$ cat config.mk
export PLATFORM = sky130hd
export DESIGN_NAME = ddw_host
export DESIGN_NICKNAME = d
export VERILOG_FILES = /design/src/core/ddw_pkg.sv /design/src/core/ddw_host.sv
export SDC_FILE = /design/constraint.sdc
export NUM_CORES = 1
export LEC_CHECK = 0
export ABC_AREA = 1
export BUFFER_PORTS_ARGS = -buffer_cell sky130_fd_sc_hd__buf_2
export CAP_MARGIN = 20
export CORE_UTILIZATION = 30
export CTS_BUF_LIST = sky130_fd_sc_hd__clkbuf_16
export CTS_CLUSTER_DIAMETER = 200
export CTS_CLUSTER_SIZE = 14
export DETAILED_ROUTE_END_ITERATION = 12
export SETUP_SLACK_MARGIN = 0.05
export SYNTH_ARGS = -nofsm -noshare
export SYNTH_HDL_FRONTEND = slang
export SYNTH_SLANG_ARGS = --single-unit
$ cat constraint.sdc
create_clock -name core_clk -period 3.57 [get_ports core_clk]
set_clock_uncertainty 0.05 [all_clocks]
set_input_delay 0.357 -clock core_clk [delete_from_list [all_inputs] [get_ports core_clk]]
set_output_delay 0.357 -clock core_clk [all_outputs]
set_load 0.01 [all_outputs]
$ cat src/core/ddw_pkg.sv
// package of constants for the dual dac serial host writer
package ddw_pkg;
  // register byte offsets
  localparam logic [7:0] DDW_OFF_CTRL   = 8'h00;
  localparam logic [7:0] DDW_OFF_WORD   = 8'h04;
  localparam logic [7:0] DDW_OFF_TARGET = 8'h08;
  localparam logic [7:0] DDW_OFF_DIV    = 8'h0C;
  localparam logic [7:0] DDW_OFF_STATUS = 8'h10;
  // control field positions
  localparam int DDW_CTRL_START    = 0;
  localparam int DDW_CTRL_LSB_PORT = 1;
  localparam int DDW_CTRL_BYTE_MODE = 2;
  // status field positions
  localparam int DDW_STAT_BUSY = 0;
  localparam int DDW_STAT_DONE = 1;
  // control word field positions
  localparam int DDW_W_CHANNEL = 15;
  localparam int DDW_W_BUFREF  = 14;
  localparam int DDW_W_PD_HI   = 13;
  localparam int DDW_W_PD_LO   = 12;
  // frame geometry
  localparam int DDW_FRAME_BITS = 16;
  localparam int DDW_BYTE_BITS  = 8;
  localparam int DDW_TARGETS    = 4;
  // reset values
  localparam logic [15:0] DDW_WORD_RST = 16'h0000;
  localparam logic [2:0]  DDW_CTRL_RST = 3'h0;
  localparam logic [1:0]  DDW_TGT_RST  = 2'h0;
  // timing: serial clock half period, default 24 ns at 125 MHz core clock
  localparam int DDW_CORE_PERIOD_PS = 8000;
  localparam int DDW_HALF_NS        = 24;
  localparam int DDW_HALF_CYC       =
    (DDW_HALF_NS * 1000 + DDW_CORE_PERIOD_PS - 1) / DDW_CORE_PERIOD_PS;
  localparam logic [7:0] DDW_DIV_RST = 8'(DDW_HALF_CYC);
  // link sequencer states
  typedef enum logic [3:0] {
    DDW_IDLE    = 4'b0000,
    DDW_ADDR    = 4'b0001,
    DDW_SETUP   = 4'b0010,
    DDW_HIGH    = 4'b0011,
    DDW_LOW     = 4'b0100,
    DDW_GAP     = 4'b0101,
    DDW_HOLD    = 4'b0110,
    DDW_RECOVER = 4'b0111
  } ddw_state_t;
endpackage

$ cat src/core/ddw_host.sv
// host controller that writes 16-bit control words into a dual dac over a 3-wire link
`timescale 1ns/10ps
// Notes on behaviour
// [RULE1] The serial clock idles low and each data bit is stable at its falling edge.
// [RULE2] Each data bit is set up before the falling clock edge at which the dac samples it.
// [RULE3] Frame select is driven low before the first data bit is sent.
// [RULE4] In byte mode select stays low after the first byte and a second byte follows.
// [RULE5] Select rises only after the second byte, or the whole word, is finished.
// [RULE6] The word leaves most significant bit first.
// [RULE7] A port that shifts least significant bit first gets each byte reversed first.
// [RULE8] Data changes only away from the falling edge, as a falling-edge shifting bus does.
// [RULE9] Only one of the shared dac selects is active at a time, via a 2-to-4 decode.
// [RULE10] The decoder enable is inactive while the decoder address changes.
// [RULE11] The dac takes 16 bits per frame; the host sends exactly 16 falling edges.
// [RULE12] A frame cut short is dropped by the dac; the host never raises select early.
// [RULE13] After a full frame the dac loads the channel picked by the channel bit.
// [RULE14] Bit 15 is channel, 14 buffered reference, 13..12 power-down, the rest code.
module ddw_host
  import ddw_pkg::*;
(
  // clock and reset
  input  wire logic        core_clk,
  input  wire logic        rst,
  // ahb-lite slave
  input  wire logic        hsel,
  input  wire logic [31:0] haddr,
  input  wire logic [1:0]  htrans,
  input  wire logic        hwrite,
  input  wire logic [2:0]  hsize,
  input  wire logic [31:0] hwdata,
  input  wire logic        hready,
  output logic      [31:0] hrdata,
  output logic             hreadyout,
  output logic             hresp,
  // dac link
  output logic             host_serial_clock_out,
  output logic             dac_data_out,
  output logic      [1:0]  dec_addr,
  output logic             dec_enable_n,
  output logic      [3:0]  dac_select_n
);

  // ahb address phase capture
  logic        wr_pend_q;
  logic [7:0]  wr_addr_q;
  logic        acc_ok;

  assign acc_ok = hsel && hready && htrans[1] && (hsize == 3'h2);

  always_ff @(posedge core_clk) begin
    if (rst) begin
      wr_pend_q <= 1'b0;
      wr_addr_q <= 8'h00;
    end else begin
      wr_pend_q <= acc_ok && hwrite;
      wr_addr_q <= haddr[7:0];
    end
  end

  // software registers
  logic [15:0] word_q;
  logic [2:0]  ctrl_q;
  logic [1:0]  target_q;
  logic [7:0]  div_q;
  logic        done_q;
  logic        start_q;
  logic        busy;
  logic        frame_end;
  ddw_state_t  state_q;

  assign busy = (state_q != DDW_IDLE) || start_q;

  always_ff @(posedge core_clk) begin
    if (rst) begin
      word_q   <= DDW_WORD_RST;
      ctrl_q   <= DDW_CTRL_RST;
      target_q <= DDW_TGT_RST;
      div_q    <= DDW_DIV_RST;
    end else if (wr_pend_q && !busy) begin
      case (wr_addr_q)
        DDW_OFF_CTRL: begin
          ctrl_q <= {hwdata[DDW_CTRL_BYTE_MODE], hwdata[DDW_CTRL_LSB_PORT], 1'b0};
        end
        DDW_OFF_WORD: begin
          word_q <= hwdata[15:0]; // [RULE14]
        end
        DDW_OFF_TARGET: begin
          target_q <= hwdata[1:0];
        end
        DDW_OFF_DIV: begin
          div_q <= (hwdata[7:0] == 8'h00) ? 8'h01 : hwdata[7:0];
        end
        default: begin
        end
      endcase
    end
  end

  // start request, taken only while idle
  always_ff @(posedge core_clk) begin
    if (rst) begin
      start_q <= 1'b0;
    end else if (wr_pend_q && !busy && wr_addr_q == DDW_OFF_CTRL) begin
      start_q <= hwdata[DDW_CTRL_START];
    end else if (state_q == DDW_IDLE) begin
      start_q <= 1'b0;
    end
  end

  // sticky done, write one to clear; a new completion wins
  always_ff @(posedge core_clk) begin
    if (rst) begin
      done_q <= 1'b0;
    end else if (frame_end) begin
      done_q <= 1'b1;
    end else if (wr_pend_q && wr_addr_q == DDW_OFF_STATUS && hwdata[DDW_STAT_DONE]) begin
      done_q <= 1'b0;
    end
  end

  // read data prepared in the address phase, zero wait states
  logic [31:0] rd_d;

  always_comb begin
    rd_d = 32'h0000_0000;
    case (haddr[7:0])
      DDW_OFF_CTRL:   rd_d = {29'h0, ctrl_q[2:1], 1'b0};
      DDW_OFF_WORD:   rd_d = {16'h0, word_q};
      DDW_OFF_TARGET: rd_d = {30'h0, target_q};
      DDW_OFF_DIV:    rd_d = {24'h0, div_q};
      DDW_OFF_STATUS: rd_d = {30'h0, done_q, busy};
      default:        rd_d = 32'h0000_0000;
    endcase
  end

  always_ff @(posedge core_clk) begin
    if (rst) begin
      hrdata    <= 32'h0000_0000;
      hreadyout <= 1'b1;
      hresp     <= 1'b0;
    end else begin
      hreadyout <= 1'b1;
      hresp     <= 1'b0;
      if (acc_ok && !hwrite) begin
        hrdata <= rd_d;
      end
    end
  end

  // bit reversal for a port that shifts least significant bit first
  function automatic logic [7:0] ddw_rev8(input logic [7:0] b);
    logic [7:0] r;
    r = 8'h00;
    for (int i = 0; i < DDW_BYTE_BITS; i++) begin
      r[i] = b[DDW_BYTE_BITS-1-i];
    end
    return r;
  endfunction

  // link sequencer
  logic [7:0]  cnt_q;
  logic [15:0] shreg_q;
  logic [4:0]  bits_q;
  logic        lsb_port_q;
  logic        byte_mode_q;
  logic        tick;
  logic        out_bit;

  assign tick      = (cnt_q == 8'h00);
  assign frame_end = (state_q == DDW_RECOVER) && tick;
  // a least-first port emits bit 0, its bytes were reversed at load
  assign out_bit   = lsb_port_q ? shreg_q[0] : shreg_q[15]; // [RULE6] [RULE7]

  always_ff @(posedge core_clk) begin
    if (rst) begin
      cnt_q <= 8'h00;
    end else if (tick || state_q == DDW_IDLE) begin
      cnt_q <= div_q - 8'h01;
    end else begin
      cnt_q <= cnt_q - 8'h01;
    end
  end

  always_ff @(posedge core_clk) begin
    if (rst) begin
      state_q <= DDW_IDLE;
    end else begin
      case (state_q)
        DDW_IDLE: begin
          if (start_q) begin
            state_q <= DDW_ADDR;
          end
        end
        DDW_ADDR: begin
          if (tick) begin
            state_q <= DDW_SETUP; // [RULE10]
          end
        end
        DDW_SETUP: begin
          if (tick) begin
            state_q <= DDW_HIGH; // [RULE3]
          end
        end
        DDW_HIGH: begin
          if (tick) begin
            state_q <= DDW_LOW;
          end
        end
        DDW_LOW: begin
          if (tick) begin
            if (bits_q == 5'(DDW_FRAME_BITS)) begin
              state_q <= DDW_HOLD; // [RULE11]
            end else if (byte_mode_q && bits_q == 5'(DDW_BYTE_BITS)) begin
              state_q <= DDW_GAP; // [RULE4]
            end else begin
              state_q <= DDW_HIGH;
            end
          end
        end
        DDW_GAP: begin
          if (tick) begin
            state_q <= DDW_HIGH;
          end
        end
        DDW_HOLD: begin
          if (tick) begin
            state_q <= DDW_RECOVER; // [RULE5] [RULE12]
          end
        end
        DDW_RECOVER: begin
          if (tick) begin
            state_q <= DDW_IDLE;
          end
        end
        default: begin
          state_q <= DDW_IDLE;
        end
      endcase
    end
  end

  // shift register and falling-edge count
  always_ff @(posedge core_clk) begin
    if (rst) begin
      shreg_q     <= 16'h0000;
      bits_q      <= 5'h00;
      lsb_port_q  <= 1'b0;
      byte_mode_q <= 1'b0;
    end else if (state_q == DDW_IDLE && start_q) begin
      lsb_port_q  <= ctrl_q[DDW_CTRL_LSB_PORT];
      byte_mode_q <= ctrl_q[DDW_CTRL_BYTE_MODE];
      bits_q      <= 5'h00;
      if (ctrl_q[DDW_CTRL_LSB_PORT]) begin
        shreg_q <= {ddw_rev8(word_q[7:0]), ddw_rev8(word_q[15:8])}; // [RULE7]
      end else begin
        shreg_q <= word_q; // [RULE13] [RULE14]
      end
    end else if (state_q == DDW_HIGH && tick) begin
      bits_q <= bits_q + 5'h01;
      if (lsb_port_q) begin
        shreg_q <= {1'b0, shreg_q[15:1]};
      end else begin
        shreg_q <= {shreg_q[14:0], 1'b0};
      end
    end
  end

  // serial clock and data pins
  always_ff @(posedge core_clk) begin
    if (rst) begin
      host_serial_clock_out <= 1'b0;
      dac_data_out          <= 1'b0;
    end else begin
      if (state_q == DDW_SETUP && tick) begin
        dac_data_out <= out_bit; // [RULE2]
      end else if (state_q == DDW_LOW && tick && bits_q != 5'(DDW_FRAME_BITS)) begin
        dac_data_out <= out_bit; // [RULE8]
      end else if (state_q == DDW_GAP && tick) begin
        dac_data_out <= out_bit;
      end
      if (state_q == DDW_SETUP && tick) begin
        host_serial_clock_out <= 1'b1;
      end else if (state_q == DDW_HIGH && tick) begin
        host_serial_clock_out <= 1'b0; // [RULE1]
      end else if (state_q == DDW_LOW && tick && bits_q != 5'(DDW_FRAME_BITS)
                   && !(byte_mode_q && bits_q == 5'(DDW_BYTE_BITS))) begin
        host_serial_clock_out <= 1'b1;
      end else if (state_q == DDW_GAP && tick) begin
        host_serial_clock_out <= 1'b1;
      end
    end
  end

  // decoder address, enable and decoded selects
  always_ff @(posedge core_clk) begin
    if (rst) begin
      dec_addr     <= 2'h0;
      dec_enable_n <= 1'b1;
      dac_select_n <= 4'hF;
    end else begin
      if (state_q == DDW_IDLE && start_q) begin
        dec_addr <= target_q; // [RULE10]
      end
      if (state_q == DDW_ADDR && tick) begin
        dec_enable_n <= 1'b0;
        dac_select_n <= ~(4'h1 << target_q); // [RULE9]
      end else if (state_q == DDW_HOLD && tick) begin
        dec_enable_n <= 1'b1; // [RULE5]
        dac_select_n <= 4'hF;
      end
    end
  end

endmodule // ddw_host

==> summary.json <==
{
  "run_status": {
    "outcome": "completed"
  },
  "sta": {
    "period_share_pct": 67.1,
    "totalNegativeSetupSlack_ps": 0,
    "fin_crit_ps": 2390,
    "rsz0062_at_grt": "false",
    "timing.fmax_mhz": 418,
    "setup_viols_final": 0,
    "slew_headroom_pct": 34.4,
    "max_slew.worst_pin.slew_ps": 982,
    "timing.final.max_slew_violations": 0,
    "hold_viol": 0
  },
  "synthesis": {
    "synth_top_flop_cell": "sky130_fd_sc_hd__dfxtp_1",
    "ys_warn_count": 0,
    "post_synthesis_instance_area_um2": 4790,
    "yosysUniqueCellTypes": 40,
    "synth-edff-count": 0,
    "syn-mean-instance-area_um2": 7.22,
    "synth_async_sr_flop_share_pct": 0,
    "ys_seq_area_share_pct": 41.0,
    "netlist_instances": 663,
    "ys_ff_latch": 98
  },
  "layout": {
    "num-nets-final": 777,
    "layout.cells.most_common": "sky130_fd_sc_hd__nand2_1",
    "layout.cells.most_common_list": "119 x sky130_fd_sc_hd__nand2_1, 98 x sky130_fd_sc_hd__dfxtp_1, 85 x sky130_fd_sc_hd__nor2_1, 79 x sky130_fd_sc_hd__inv_1, 57 x sky130_fd_sc_hd__buf_2",
    "flow.area_growth_from_synthesis_pct": 12.3,
    "antenna_cells": 0,
    "final.fill_count": 1670,
    "share_of_final_layout_standard_cells_stronger_than_drive_strength_1_pct": 12.6
  },
  "worst_setup_path": {
    "critPathKind": "flip-flop to flip-flop",
    "crit-reg2reg-capture": "shreg_q[0]",
    "critical_path.endpoint": "shreg_q[0]",
    "timing.critical_path.arrival_ps": 2530,
    "critPathLaunch": "state_q[0]",
    "start_kind": "flip-flop",
    "r2r.worst_path.cells": 6,
    "regToRegSetupSlack_ps": 1180,
    "rr_startpoint": "state_q[0]",
    "worst-endpoint-required_ps": 3710,
    "critical_path_peak_fanout": 25,
    "end_kind": "flip-flop"
  },
  "drt": {
    "post_drt_wl_per_cell_um": 13.1,
    "detail_route.first_pass.iterations": 5,
    "via_density": 4.70,
    "routed-via-count": 4305,
    "remaining_drc_errors": 0,
    "drt_first_iter_violations": 291,
    "routed_wl_um": 12000,
    "final_antenna_net_count": 0
  },
  "job": {
    "timing.max_cap.violations": 0
  },
  "clock_tree": {
    "clk_latency_ps": 340,
    "quantity_of_gates_resized_following_cts": 0,
    "cts_buffers": 9,
    "ctsRootBufferMaster": "sky130_fd_sc_hd__clkbuf_16",
    "ctsLongestPathBuffers": 2,
    "cts.sinks": 98,
    "ctsHoldBuffers": 0,
    "post_cts.repair.setup_buffers": 0,
    "h-tree-depth": 3,
    "cts_tree": "yes",
    "worst_setup_hold_path_clk_slew_ps": 60
  },
  "global_routing": {
    "antenna_found_initial": 0,
    "grt_overall_usage_pct": 15.1,
    "first_global_vias": 3811,
    "total_congestion_overflow": 0,
    "grt_pass1_wl_um": 19500,
    "grt_start_max_net_pins": 71
  },
  "power_and_ir_drop": {
    "pwr_density_cell_nw_per_um2": 535,
    "fin_total_pwr_mw": 2.88,
    "ir_drop_v": 0.000232,
    "leakage_power_total_nw": 2.17
  },
  "hold_path": {
    "min_path_type": "primary input to flip-flop"
  },
  "die": {
    "floorplan.initialDensity_pct": 31.2,
    "core_um2": 15400,
    "ioPinCount": 117,
    "fp-row-count": 45,
    "dieWidth_um": 128,
    "die-area_um2": 16500,
    "fp.dieH_um": 128
  },
  "placement": {
    "hpwl_detailed_um": 8700,
    "numPortBuffers": 57,
    "gp_routability_congestion": 0.807
  }
}
==> Yosys cell counts, types with 3 or more instances <==
cell | instances | area (um^2)
sky130_fd_sc_hd__nor4_1 | 10 | 62.6
sky130_fd_sc_hd__nand3_1 | 19 | 95.1
sky130_fd_sc_hd__nand3_2 | 3 | 30.0
sky130_fd_sc_hd__o21ai_0 | 44 | 220
sky130_fd_sc_hd__nor3_1 | 13 | 65.1
sky130_fd_sc_hd__a211oi_1 | 22 | 165
sky130_fd_sc_hd__inv_1 | 77 | 289
sky130_fd_sc_hd__a22oi_1 | 8 | 60.1
sky130_fd_sc_hd__buf_4 | 20 | 150
sky130_fd_sc_hd__buf_6 | 3 | 33.8
sky130_fd_sc_hd__nand3b_1 | 3 | 22.5
sky130_fd_sc_hd__nor2_1 | 85 | 319
sky130_fd_sc_hd__o211ai_1 | 10 | 75.1
sky130_fd_sc_hd__clkbuf_1 | 19 | 71.3
sky130_fd_sc_hd__nor3b_1 | 3 | 22.5
sky130_fd_sc_hd__a31oi_1 | 6 | 37.5
sky130_fd_sc_hd__nand4_1 | 8 | 50.1
sky130_fd_sc_hd__a21oi_1 | 43 | 215
sky130_fd_sc_hd__nand2_1 | 119 | 447
sky130_fd_sc_hd__dfxtp_1 | 98 | 1960
sky130_fd_sc_hd__buf_2 | 5 | 25.0
sky130_fd_sc_hd__nor2_4 | 3 | 33.8
sky130_fd_sc_hd__o22ai_1 | 7 | 43.8
sky130_fd_sc_hd__o31ai_1 | 9 | 67.6
sky130_fd_sc_hd__ha_1 | 3 | 37.5
==> final cells by class <==
class	instances	area, um^2	area share [%]
clock buffer	9	225	4.19
clock inverter	7	28.8	0.535
inverter	79	297	5.52
multi-input combinational	454	2310	42.9
sequential	98	1960	36.5
tap	211	264	4.91
timing repair buffer	58	293	5.45
==> kinds of logic after synthesis <==
group                      count (synthesis)  synth area share (%)
DFF                                       98                  41.0
buffers and inverters                    127                  12.1
and+or+nand+nor                          276                  26.0
adders and majority gates                  3                 0.784
AOI/OAI and AO/OA                        157                  19.9
other                                      2                 0.157
==> worst min-delay path by stage <==
| stage | from | end | slack, ps | cells after the start |
|---|---|---|---|---|
| after floorplan | shreg_q[4] | shreg_q[4] | 390 | 2 |
| after global placement | hrdata[0] | hrdata[0] | 400 | 2 |
| after detailed placement | hrdata[6] | hrdata[6] | 400 | 2 |
| after CTS | haddr[1] | wr_addr_q[1] | 170 | 3 |
| after global routing | haddr[0] | wr_addr_q[0] | 190 | 3 |
| final | haddr[7] | wr_addr_q[7] | 180 | 3 |
==> stage by stage <==
stage | hold WS [ps] | worst slack (ps) | std cells | area, um^2 | util, %
floorplan | 386 | 1790 | 679 | 4850 | -
global placement | 402 | 1150 | 900 | 5120 | 33.3
detailed placement | 405 | 1120 | 900 | 5120 | 33.3
finish | 181 | 1180 | 916 | 5380 | 35.0
CTS | 172 | 1160 | 916 | 5380 | 35.0
global route | 191 | 919 | 916 | 5380 | 35.0
==> per-layer routing <==
metal / share of wire [%] / GRT usage (%) / wire, um
met4: 1.3 / 5.19 / 150
met1: 51 / 21.5 / 6110
met2: 43 / 23.1 / 5190
met3: 4.6 / 2.45 / 553
met5: 0 / 0 / 0
==> state kept, by name, summed over array words and instances (netlist names), 3 cells and up <==
| name | cells |
|---|---|
| div_q | 8 |
| state_q | 3 |
| word_q | 16 |
| cnt_q | 8 |
| bits_q | 5 |
| shreg_q | 16 |
| dac_select_n | 4 |
| wr_addr_q | 8 |
| hrdata | 16 |
==> critical path, stage by stage (launching register included) <==
cell and delay [ps]:
sky130_fd_sc_hd__dfxtp_1 360, sky130_fd_sc_hd__nor2_4 200, sky130_fd_sc_hd__nand3_2 430, sky130_fd_sc_hd__nand2_1 680, sky130_fd_sc_hd__inv_1 310, sky130_fd_sc_hd__nand2_1 130
sky130_fd_sc_hd__a31oi_1 80
==> power by group <==
part	switching, mW	total (mW)	internal (mW)	leakage (nW)
sequential	0.0532	1.24	1.19	0.794
clock	0.396	0.854	0.458	0.134
combinational	0.534	0.782	0.248	1.24
No activity file was read; power rests on OpenSTA's default activity.
